`src/verilog/ccp_defines.vh`:
```
// constants for the codec control port slave
`ifndef CCP_DEFINES_VH
`define CCP_DEFINES_VH

// fixed upper address bits
`define CCP_ADDR_UPPER 5'h0f

// byte numbers inside a transfer
`define CCP_BYTE_ADDR 2'h0
`define CCP_BYTE_SUBHI 2'h1
`define CCP_BYTE_SUBLO 2'h2
`define CCP_BYTE_DATA 2'h3

// last byte index inside a word, per region
`define CCP_LAST_REG 2'h0
`define CCP_LAST_PROG 2'h1
`define CCP_LAST_PARAM 2'h3

// subaddress map
`define CCP_PARAM_FIRST 16'h0000
`define CCP_PARAM_LAST 16'h0fff
`define CCP_PROG_FIRST 16'h1000
`define CCP_PROG_LAST 16'h1fff
`define CCP_REG_FIRST 16'hc000
`define CCP_REG_LAST 16'hc0ff
`define CCP_SUB_HIGHEST 16'hc0ff

// select pulses to enter four-wire
`define CCP_SEL_PULSES 2'h3

// bits shifted per byte
`define CCP_BITS_PER_BYTE 4'h8

`endif

```
`src/verilog/ccp_control_port.v`:
```
// control port slave, two-wire and four-wire
//
// What this block does
// - boots two-wire; three select low pulses enter four-wire mode
// - first byte: 7-bit device address plus direction bit
// - bytes two and three: 16-bit subaddress, high first
// - later bytes are data; word is 1, 2 or 4 bytes
// - subaddress steps per word until stop or deselect
// - reserved registers and bits read as zero
// - address is 01111 then the two strap levels
// - direction bit: one reads, zero writes
// - idle waits for start, then shifts eight bits MSB first
// - match: SDA low on ninth clock; mismatch: idle
// - stop (SDA rises, SCL high) ends every two-wire transfer
// - stop out of sequence: immediate idle; start out of sequence: address reception restarts
// - invalid subaddress: no acknowledge, idle
// - reads past the top repeat it until not-acknowledge
// - writes past the top: dropped, not acknowledged, idle
// - shared pins: clock, data/out, strap/in, strap/select
// - two-wire mode: bus slave only
// - first three four-wire writes ignored, fourth is real
// - four-wire: in on rise, out on fall; out idle undriven
// - four-wire held until powerdown pin low
// - each written byte at a valid subaddress acknowledged on ninth clock
`timescale 1ns/1ps
`default_nettype none
`include "ccp_defines.vh"

module ccp_control_port (
    input wire sys_clk,
    input wire arst_n,
    input wire powerdownPin_n,
    input wire sclSclkIn,
    input wire sdaIn,
    output wire sdaMisoOut,
    output wire sdaMisoOe,
    input wire strapHighMosiIn,
    input wire strapLowSelIn,
    output wire [15:0] memAddr,
    output wire [1:0] memByteSel,
    output wire [7:0] memWrData,
    output wire memWrEn,
    input wire [7:0] memRdData,
    input wire [7:0] memRdMask,
    output wire spiModeOut
);

    localparam ST_IDLE = 3'h0;
    localparam ST_RECV = 3'h1;
    localparam ST_ACK = 3'h2;
    localparam ST_SEND = 3'h3;
    localparam ST_MACK = 3'h4;

    ////////////////////////////////////////////////////////////////////////////
    // subaddress decode
    function ccpValid;
        input [15:0] a;
        begin
            ccpValid = (a <= `CCP_PARAM_LAST) ||
                       (a >= `CCP_PROG_FIRST && a <= `CCP_PROG_LAST) ||
                       (a >= `CCP_REG_FIRST && a <= `CCP_REG_LAST);
        end
    endfunction

    function [1:0] ccpWordLast;
        input [15:0] a;
        begin
            if (a <= `CCP_PARAM_LAST)
                ccpWordLast = `CCP_LAST_PARAM;
            else if (a >= `CCP_PROG_FIRST && a <= `CCP_PROG_LAST)
                ccpWordLast = `CCP_LAST_PROG;
            else
                ccpWordLast = `CCP_LAST_REG;
        end
    endfunction

    ////////////////////////////////////////////////////////////////////////////
    // line conditioning: {select, mosi, sda, scl}
    wire [3:0] rawIn;
    reg [3:0] syncA_reg;
    reg [3:0] syncB_reg;
    reg [3:0] hist1_reg;
    reg [3:0] hist2_reg;
    reg [3:0] filt_reg;
    reg [3:0] prev_reg;
    wire [3:0] stable;

    assign rawIn = {strapLowSelIn, strapHighMosiIn, sdaIn, sclSclkIn};
    // three equal samples needed, so a glitch
    // is never an edge or a start
    assign stable = ~(syncB_reg ^ hist1_reg) & ~(hist1_reg ^ hist2_reg);

    always @(posedge sys_clk or negedge arst_n) begin
        if (!arst_n) begin
            syncA_reg <= 4'hf;
            syncB_reg <= 4'hf;
            hist1_reg <= 4'hf;
            hist2_reg <= 4'hf;
            filt_reg <= 4'hf;
            prev_reg <= 4'hf;
        end else begin
            syncA_reg <= rawIn;
            syncB_reg <= syncA_reg;
            hist1_reg <= syncB_reg;
            hist2_reg <= hist1_reg;
            filt_reg <= (filt_reg & ~stable) | (hist2_reg & stable);
            prev_reg <= filt_reg;
        end
    end

    wire sclF = filt_reg[0];
    wire sdaF = filt_reg[1];
    wire mosiF = filt_reg[2];
    wire selF = filt_reg[3];
    wire sclRise = sclF & ~prev_reg[0];
    wire sclFall = ~sclF & prev_reg[0];
    wire selRise = selF & ~prev_reg[3];
    wire startCond = ~sdaF & prev_reg[1] & sclF & prev_reg[0];
    wire stopCond = sdaF & ~prev_reg[1] & sclF & prev_reg[0];

    ////////////////////////////////////////////////////////////////////////////
    // transfer state
    reg spiMode_reg;
    reg [1:0] selCnt_reg;
    reg [2:0] state_reg;
    reg [3:0] bitCnt_reg;
    reg [1:0] byteNum_reg;
    reg [7:0] shift_reg;
    reg [7:0] subHi_reg;
    reg [15:0] subAddr_reg;
    reg [1:0] byteInWord_reg;
    reg rw_reg;
    reg sendNext_reg;
    reg lineOut_reg;
    reg lineOe_reg;
    reg [7:0] memWrData_reg;
    reg memWrEn_reg;

    wire [7:0] rdByte = memRdData & memRdMask;
    wire [7:0] i2cByte = shift_reg;
    wire [7:0] spiByte = {shift_reg[6:0], mosiF};
    wire [15:0] i2cSub = {subHi_reg, shift_reg};
    wire [15:0] spiSub = {subHi_reg, spiByte};
    wire [6:0] myAddr = {`CCP_ADDR_UPPER, strapHighMosiIn, strapLowSelIn};
    wire addrMatch = (i2cByte[7:1] == myAddr);
    wire wordEnd = (byteInWord_reg == ccpWordLast(subAddr_reg));
    wire holdTop = rw_reg && (subAddr_reg == `CCP_SUB_HIGHEST);
    wire [15:0] subAddr_next = (wordEnd && !holdTop) ?
                               subAddr_reg + 16'h0001 : subAddr_reg;
    wire [1:0] byteInWord_next = wordEnd ? 2'h0 : byteInWord_reg + 2'h1;
    wire curValid = ccpValid(subAddr_reg);
    wire spiActive = spiMode_reg & ~selF;
    wire spiReadData = rw_reg && (byteNum_reg == `CCP_BYTE_DATA);

    always @(posedge sys_clk or negedge arst_n) begin
        if (!arst_n) begin
            spiMode_reg <= 1'b0;
            selCnt_reg <= 2'h0;
            state_reg <= ST_IDLE;
            bitCnt_reg <= 4'h0;
            byteNum_reg <= 2'h0;
            shift_reg <= 8'h00;
            subHi_reg <= 8'h00;
            subAddr_reg <= 16'h0000;
            byteInWord_reg <= 2'h0;
            rw_reg <= 1'b0;
            sendNext_reg <= 1'b0;
            lineOut_reg <= 1'b0;
            lineOe_reg <= 1'b0;
            memWrData_reg <= 8'h00;
            memWrEn_reg <= 1'b0;
        end else begin
            memWrEn_reg <= 1'b0;
            // advance after the write pulse so the strobe sees the old address
            if (memWrEn_reg) begin
                subAddr_reg <= subAddr_next;
                byteInWord_reg <= byteInWord_next;
            end
            if (!powerdownPin_n) begin
                spiMode_reg <= 1'b0;
                selCnt_reg <= 2'h0;
                state_reg <= ST_IDLE;
                lineOe_reg <= 1'b0;
                lineOut_reg <= 1'b0;
            end else if (!spiMode_reg) begin
                // select pulses are counted once each; only the third ends two-wire traffic
                if (selRise) begin
                    if (selCnt_reg == `CCP_SEL_PULSES - 2'h1) begin
                        spiMode_reg <= 1'b1;
                        selCnt_reg <= 2'h0;
                        state_reg <= ST_IDLE;
                        lineOe_reg <= 1'b0;
                        bitCnt_reg <= 4'h0;
                        byteNum_reg <= `CCP_BYTE_ADDR;
                    end else begin
                        selCnt_reg <= selCnt_reg + 2'h1;
                    end
                end else if (stopCond) begin
                    state_reg <= ST_IDLE;
                    lineOe_reg <= 1'b0;
                end else if (startCond) begin
                    // a start anywhere restarts address reception
                    state_reg <= ST_RECV;
                    lineOe_reg <= 1'b0;
                    bitCnt_reg <= 4'h0;
                    byteNum_reg <= `CCP_BYTE_ADDR;
                end else begin
                    case (state_reg)
                        ST_IDLE: lineOe_reg <= 1'b0;
                        ST_RECV: begin
                            if (sclRise) begin
                                shift_reg <= {shift_reg[6:0], sdaF};
                                bitCnt_reg <= bitCnt_reg + 4'h1;
                            end else if (sclFall && bitCnt_reg == `CCP_BITS_PER_BYTE) begin
                                bitCnt_reg <= 4'h0;
                                case (byteNum_reg)
                                    `CCP_BYTE_ADDR: begin
                                        if (addrMatch) begin
                                            rw_reg <= i2cByte[0];
                                            sendNext_reg <= i2cByte[0];
                                            byteNum_reg <= `CCP_BYTE_SUBHI;
                                            state_reg <= ST_ACK;
                                            lineOe_reg <= 1'b1;
                                        end else begin
                                            state_reg <= ST_IDLE;
                                        end
                                    end
                                    `CCP_BYTE_SUBHI: begin
                                        subHi_reg <= i2cByte;
                                        byteNum_reg <= `CCP_BYTE_SUBLO;
                                        state_reg <= ST_ACK;
                                        lineOe_reg <= 1'b1;
                                    end
                                    `CCP_BYTE_SUBLO: begin
                                        if (ccpValid(i2cSub)) begin
                                            subAddr_reg <= i2cSub;
                                            byteInWord_reg <= 2'h0;
                                            byteNum_reg <= `CCP_BYTE_DATA;
                                            state_reg <= ST_ACK;
                                            lineOe_reg <= 1'b1;
                                        end else begin
                                            state_reg <= ST_IDLE;
                                        end
                                    end
                                    default: begin
                                        if (curValid) begin
                                            memWrData_reg <= i2cByte;
                                            memWrEn_reg <= 1'b1;
                                            state_reg <= ST_ACK;
                                            lineOe_reg <= 1'b1;
                                        end else begin
                                            state_reg <= ST_IDLE;
                                        end
                                    end
                                endcase
                            end
                        end
                        ST_ACK: begin
                            if (sclFall) begin
                                bitCnt_reg <= 4'h0;
                                if (sendNext_reg) begin
                                    shift_reg <= rdByte;
                                    lineOe_reg <= ~rdByte[7];
                                    state_reg <= ST_SEND;
                                end else begin
                                    lineOe_reg <= 1'b0;
                                    state_reg <= ST_RECV;
                                end
                            end
                        end
                        ST_SEND: begin
                            if (sclFall) begin
                                if (bitCnt_reg == `CCP_BITS_PER_BYTE - 4'h1) begin
                                    lineOe_reg <= 1'b0;
                                    state_reg <= ST_MACK;
                                end else begin
                                    shift_reg <= {shift_reg[6:0], 1'b0};
                                    lineOe_reg <= ~shift_reg[6];
                                    bitCnt_reg <= bitCnt_reg + 4'h1;
                                end
                            end
                        end
                        ST_MACK: begin
                            if (sclRise) begin
                                if (sdaF) begin
                                    state_reg <= ST_IDLE;
                                end else begin
                                    subAddr_reg <= subAddr_next;
                                    byteInWord_reg <= byteInWord_next;
                                    state_reg <= ST_ACK;
                                    sendNext_reg <= 1'b1;
                                end
                            end
                        end
                        default: state_reg <= ST_IDLE;
                    endcase
                end
            end else if (!spiActive) begin
                bitCnt_reg <= 4'h0;
                byteNum_reg <= `CCP_BYTE_ADDR;
                lineOe_reg <= 1'b0;
                lineOut_reg <= 1'b0;
            end else if (sclRise) begin
                if (!spiReadData)
                    shift_reg <= spiByte;
                if (bitCnt_reg == `CCP_BITS_PER_BYTE - 4'h1) begin
                    bitCnt_reg <= 4'h0;
                    case (byteNum_reg)
                        `CCP_BYTE_ADDR: begin
                            rw_reg <= spiByte[0];
                            byteNum_reg <= `CCP_BYTE_SUBHI;
                        end
                        `CCP_BYTE_SUBHI: begin
                            subHi_reg <= spiByte;
                            byteNum_reg <= `CCP_BYTE_SUBLO;
                        end
                        `CCP_BYTE_SUBLO: begin
                            subAddr_reg <= spiSub;
                            byteInWord_reg <= 2'h0;
                            byteNum_reg <= `CCP_BYTE_DATA;
                        end
                        default: begin
                            if (rw_reg) begin
                                subAddr_reg <= subAddr_next;
                                byteInWord_reg <= byteInWord_next;
                            end else if (curValid) begin
                                memWrData_reg <= spiByte;
                                memWrEn_reg <= 1'b1;
                            end
                        end
                    endcase
                end else begin
                    bitCnt_reg <= bitCnt_reg + 4'h1;
                end
            end else if (sclFall && spiReadData) begin
                lineOe_reg <= 1'b1;
                if (bitCnt_reg == 4'h0) begin
                    shift_reg <= rdByte;
                    lineOut_reg <= rdByte[7];
                end else begin
                    shift_reg <= {shift_reg[6:0], 1'b0};
                    lineOut_reg <= shift_reg[6];
                end
            end
        end
    end

    ////////////////////////////////////////////////////////////////////////////
    // outputs; two-wire mode only ever pulls low, never drives high
    assign sdaMisoOut = lineOut_reg;
    assign sdaMisoOe = lineOe_reg;
    assign memAddr = subAddr_reg;
    assign memByteSel = byteInWord_reg;
    assign memWrData = memWrData_reg;
    assign memWrEn = memWrEn_reg;
    assign spiModeOut = spiMode_reg;

endmodule // ccp_control_port

`default_nettype wire

```
`config.mk`:
```
export PLATFORM = sky130hd
export DESIGN_NAME = ccp_control_port
export DESIGN_NICKNAME = d
export VERILOG_FILES = /design/src/verilog/ccp_control_port.v
export VERILOG_INCLUDE_DIRS = /design/src /design/src/verilog
export SDC_FILE = /design/constraint.sdc
export NUM_CORES = 1
export LEC_CHECK = 0
export BUFFER_PORTS_ARGS = -buffer_cell sky130_fd_sc_hd__buf_2
export CAP_MARGIN = 20
export CORE_ASPECT_RATIO = 1.25
export CORE_UTILIZATION = 35
export CTS_BUF_LIST = sky130_fd_sc_hd__clkbuf_8
export DETAILED_ROUTE_END_ITERATION = 8
export HOLD_SLACK_MARGIN = 0.05
export PLACE_DENSITY_LB_ADDON = 0.08
export SETUP_SLACK_MARGIN = 0.15
export SYNTH_ARGS = -nofsm -noshare
export SYNTH_HDL_FRONTEND = slang
export SYNTH_SLANG_ARGS = --single-unit
export TNS_END_PERCENT = 10
```
`constraint.sdc`:
```
create_clock -name sys_clk -period 2.8 [get_ports sys_clk]
set_clock_uncertainty 0.05 [all_clocks]
set_input_delay 0.56 -clock sys_clk [delete_from_list [all_inputs] [get_ports sys_clk]]
set_output_delay 0.56 -clock sys_clk [all_outputs]
set_load 0.005 [all_outputs]
```
## Word level (Yosys, flattened, before mapping)

Cells that the tools add are included.

- Logic and storage cells: 379
- Input port bits: 23
- Bits in registers: 83

- Equality and inequality tests: 79
- Muxes and demuxes: 195
- Reduce and logical (&&, ||, !) cells: 38
- Bitwise gates (word level): 32
- Magnitude comparators: 10
- Add/subtract/negate cells: 4

Operators by type and width:

| kind | number |
|---|---|
| $mux 8 | 41 |
| $mux 16 | 17 |
| $mux 2 | 40 |
| $ne 6x6->1 const B | 11 |
| $pmux 16 s2 | 2 |
| $mux 1 | 59 |
| $mux 4 | 13 |
| $mux 3 | 12 |
| $reduce_and 12->1 | 3 |
| $ne 7x7->1 const B | 5 |
| $ge 16x13->1 const B | 2 |
| $ge 16x16->1 const B | 2 |
| $le 16x12->1 const B | 2 |
| $le 16x13->1 const B | 2 |
| $le 16x16->1 const B | 2 |
| $ne 5x5->1 const B | 6 |
| $reduce_and 13->1 | 2 |
| $ne 3x3->1 const B | 8 |
| $pmux 8 s3 | 1 |
| $ne 2x1->1 const B | 11 |
| $ne 2x2->1 const B | 10 |
| $reduce_and 9->1 | 2 |
| $add 16x1->16 const B | 1 |
| $eq 16x16->1 const B | 1 |
| 51 further kinds | 103 |

## Depth between registers and ports, before layout

- Depth in word-level cells: 18
- Mapped depth: 11
- Gate-level depth less buffers: 9

## Worst setup path before layout

Ideal clock, no wire load.

- Kind: register to register
- Start point: register subAddr_reg[14], in the netlist memAddr[14]
- End point: register subAddr_reg[14], in the netlist memAddr[14]
- Period minus slack after synthesis: 2.375 ns
- Slack: 0.425 ns
- Data arrival time: 2.191 ns
- Buffers on the path: 2
- Data required time: 2.615 ns
- Cell stages (with the launch flop): 10
- Cell sequence: dfrtp_1 buf_6 or4b_4 o22ai_4 and4_1 buf_4 nand2_1 xnor2_1 a222oi_1 o211ai_1

- Cells in the longest elaborated chain, start to end: 18

RTL lines:

| what | line | source |
|---|---|---|
| start: declaration | ccp_control_port.v:130 | `reg [15:0] subAddr_reg;` |
| start signal: assignment | ccp_control_port.v:176 | `subAddr_reg <= subAddr_next;` |
| start signal: assignment | ccp_control_port.v:236 | `subAddr_reg <= i2cSub;` |
| start signal: assignment | ccp_control_port.v:288 | `subAddr_reg <= subAddr_next;` |
| $ge 16x13->1 (no source line) / $le 16x13->1 (equally long branches) | n/a |  |
| $logic_and 1x1->1 (no source line) | n/a |  |
| $mux 1 | ccp_control_port.v:70 | `` else if (a >= `CCP_PROG_FIRST && a <= `CCP_PROG_LAST) `` |
| $mux 2 | ccp_control_port.v:68 | `` if (a <= `CCP_PARAM_LAST) `` |
| $eq 2x2->1 | ccp_control_port.v:146 | `wire wordEnd = (byteInWord_reg == ccpWordLast(subAddr_reg));` |
| $logic_and 1x1->1 | ccp_control_port.v:148 | `wire [15:0] subAddr_next = (wordEnd && !holdTop) ?` |
| $mux 16 | ccp_control_port.v:148 |  |
| $mux 16 | ccp_control_port.v:175 | `if (memWrEn_reg) begin` |
| [... 2 more ...] | n/a |  |
| $mux 16 | ccp_control_port.v:214 | `` end else if (sclFall && bitCnt_reg == `CCP_BITS_PER_BYTE) begin `` |
| $mux 16 | ccp_control_port.v:211 | `if (sclRise) begin` |
| $pmux 16 s2 | ccp_control_port.v:208 | `case (state_reg)` |
| $mux 16 | ccp_control_port.v:201 | `end else if (startCond) begin` |
| $mux 16 | ccp_control_port.v:198 | `end else if (stopCond) begin` |
| $mux 16 | ccp_control_port.v:187 | `if (selRise) begin` |
| $mux 16 | ccp_control_port.v:185 | `end else if (!spiMode_reg) begin` |
| $mux 16 * | ccp_control_port.v:179 | `if (!powerdownPin_n) begin` |

Mark *: on every way between the ends. The rest lies on a longest branch, timed or not.
A chain may end at the register's enable or synchronous reset.

==> flow_summary.toml <==
[worst_setup_path]
cp_num_buf_inv = 0
crit_path_end_kind = "register"
cp_slowest_stage_delay_ps = 650
slowest_stage = "dfstp_2"
r2r_end = "memAddr[0]"
critical_path_arrival_ps = 2860
path_cells = "xor2_2 > a2111oi_4 > o21ai_1 > o22a_1 > nand2_2 > a311oi_1 > a221o_1"
worst-r2r-cell-count = 7
crit_type = "reg -> reg"
path_max_fanout = 11
rrSetupSlack_ps = 160
cp_top_family = "compound AO/OA/AOI/OAI gates"
cp-start-kind = "register"
worstPathRequired_ps = 3020

[global_route]
gr-total-overflow = 0
grt_pass1_wl_um = 24400
grt_pass1_vias = 4406
grt_max_degree = 40
antenna_found_initial = 0
grt_usage_pct = 22.1

[cts]
cts_tree = "built"
worstSkewPairLatency_ps = 380
cts-root-buf = "clkbuf_8"
clock_sinks = 82
cts_htree_levels = 3
cts_hold_buf = 0
cts_buffer_depth = 2
clk_pin_slew_ps = 90
cts_inserted_buffers = 9

[timing]
hold_viol = 0
fin_crit_sh_pct = 94.3
max_freq_mhz = 379
rsz0062_at_grt = "yes"
tightest_slew_ps = 947
final_max_slew_viol_count = 0
tns_ps = 0
setup_viol_count_final = 0
relSlewSlack_pct = 36.8
whs_ps = 111
fin_crit_ps = 2640

[status]
status = "finished clean"

[yosys]
avgSynthCellArea_sq_um = 9.10
synth_cell_type_count = 84
syn-num-nets = 581
synth-seq-area-share_pct = 41.6
ys_ff_latch = 82
ys_warn_count = 0
synth_edf_count = 0
netlist_instances = 550
synthesis.area_sq_mm = 0.00501
async_flop_share_pct = 100
ys.flop_type = "dfrtp_1"

[floorplan]
initial_core_util_pct = 36.1
coreArea_sq_mm = 0.0139
fp.dieH_um = 136
dieArea_sq_mm = 0.0148
pin_count = 53
die_x_um = 109
row_count = 48

[drt]
drc_errors = 0
wirelength_um = 15500
dr.first_iter.drc_count = 317
antenna_left = 0
vias = 4507
wl_per_cell_um = 19.4
first_pass_iters = 5
via_per_inst = 5.65

[power_and_ir_drop]
peakVddDrop_mv = 0.289
power_density_mw_per_mm2 = 534
total_power_mw = 3.08
p_leak_nw = 2.49

[final_layout]
final_area_sq_mm = 0.00578
nets = 649
largest_register_ffs = 16
final_cell_mix = "64 x a21oi_1, 62 x nor2_1, 59 x dfrtp_1"
final_common_cell = "a21oi_1"
syn_to_final_growth_pct = 15.4
final_util_pct = 41.6
drive_gt1_share_pct = 25.0
antennaDiodeCount = 0

[place]
place_area_sq_mm = 0.00560
place.port_buffers = 52
place_hpwl_um = 11900
place.gp.congestion = 0.949

[min_path]
hold_path_class = "in -> async"

[flow_run]
max-cap-violations = 0
## cell families (layout without fill, tap and decap cells)
family	count (synthesis)	after routing	synth area share, %
buffers and inverters	50	123	4.67
AO/OA/AOI/OAI	185	185	24.8
flip-flops	82	82	41.6
AND/OR/NAND/NOR	196	196	21.2
multiplexers	14	14	2.90
adder cells (fa/ha/maj)	8	8	2.00
XOR/XNOR	15	15	2.77
## synth_stat cells, drive strengths merged, types with 3 or more instances
cell | n | share of area [%]
a21oi | 67 | 6.9
nor2 | 63 | 4.9
dfrtp | 59 | 29
o21ai | 39 | 4.0
nand2 | 35 | 2.7
dfstp | 23 | 12
inv | 20 | 1.5
nand3 | 17 | 1.7
buf | 16 | 2.1
nor3 | 15 | 1.9
clkbuf | 13 | 0.97
o211ai | 12 | 1.9
mux2i | 10 | 2.0
xnor2 | 9 | 1.6
a31oi | 8 | 1.0
ha | 8 | 2.0
nand2b | 8 | 1.0
nand4 | 8 | 1.1
nor4 | 7 | 1.2
and3 | 6 | 0.75
nor2b | 6 | 0.75
xor2 | 6 | 1.2
a22o | 5 | 0.87
and2 | 5 | 0.67
a211oi | 4 | 0.95
a22oi | 4 | 0.60
a32oi | 4 | 0.70
a41o | 4 | 0.80
mux2 | 4 | 0.90
o31ai | 4 | 0.60
or2 | 4 | 0.50
a2bb2oi | 3 | 0.52
a311oi | 3 | 0.52
and4 | 3 | 0.52
and4b | 3 | 0.60
nor4b | 3 | 0.65
o22ai | 3 | 0.65
or4 | 3 | 0.45
## final cells by class
type	instances	area [sq um]
fill	1424	8100
multi-input combinational	418	2700
sequential	82	2080
timing repair buffer	86	531
tap	175	219
clock buffer	9	124
inverter	21	78.8
clock inverter	7	40.0
## worst max-delay path by stage
stage,startpoint,end,slack (ps),cells after the start
finish,register,memAddr[0],160,7
global route,register,memAddr[0],50,7
CTS,register,memAddr[0],200,7
detailed placement,register,memAddr[0],210,7
global placement,register,memAddr[7],270,7
floorplan,memAddr[14],memAddr[14],420,9
## layer usage
layer,share of wire [%],GRT usage [%],up-vias,wire (um)
li1,-,-,2182,-
met3,3.6,3.90,34,549
met1,42,27.0,2169,6530
met2,50,37.0,122,7760
met5,0,0,-,0
met4,3.9,11.1,0,609
## where the power goes
group	internal, mW	total, mW	switching [mW]
registers	1.32	1.45	0.129
clock network	0.312	0.763	0.451
logic	0.328	0.875	0.547
total	1.96	3.08	1.13
## timing repair
action / 4_1_cts / 5_1_grt
endpoints found under the hold margin: 0 / 0
setup buffers: 0 / 0
setup endpoints to repair: 0 / 13
gates resized for setup: 0 / 2
## through the flow
| step | std cells | setup slack [ps] |
|---|---|---|
| global placement | 782 | 270 |
| floorplan | 550 | 425 |
| detailed placement | 782 | 205 |
| global route | 798 | 46.3 |
| finish | 798 | 159 |
| CTS | 798 | 201 |
No activity file was read; power rests on OpenSTA's default activity.
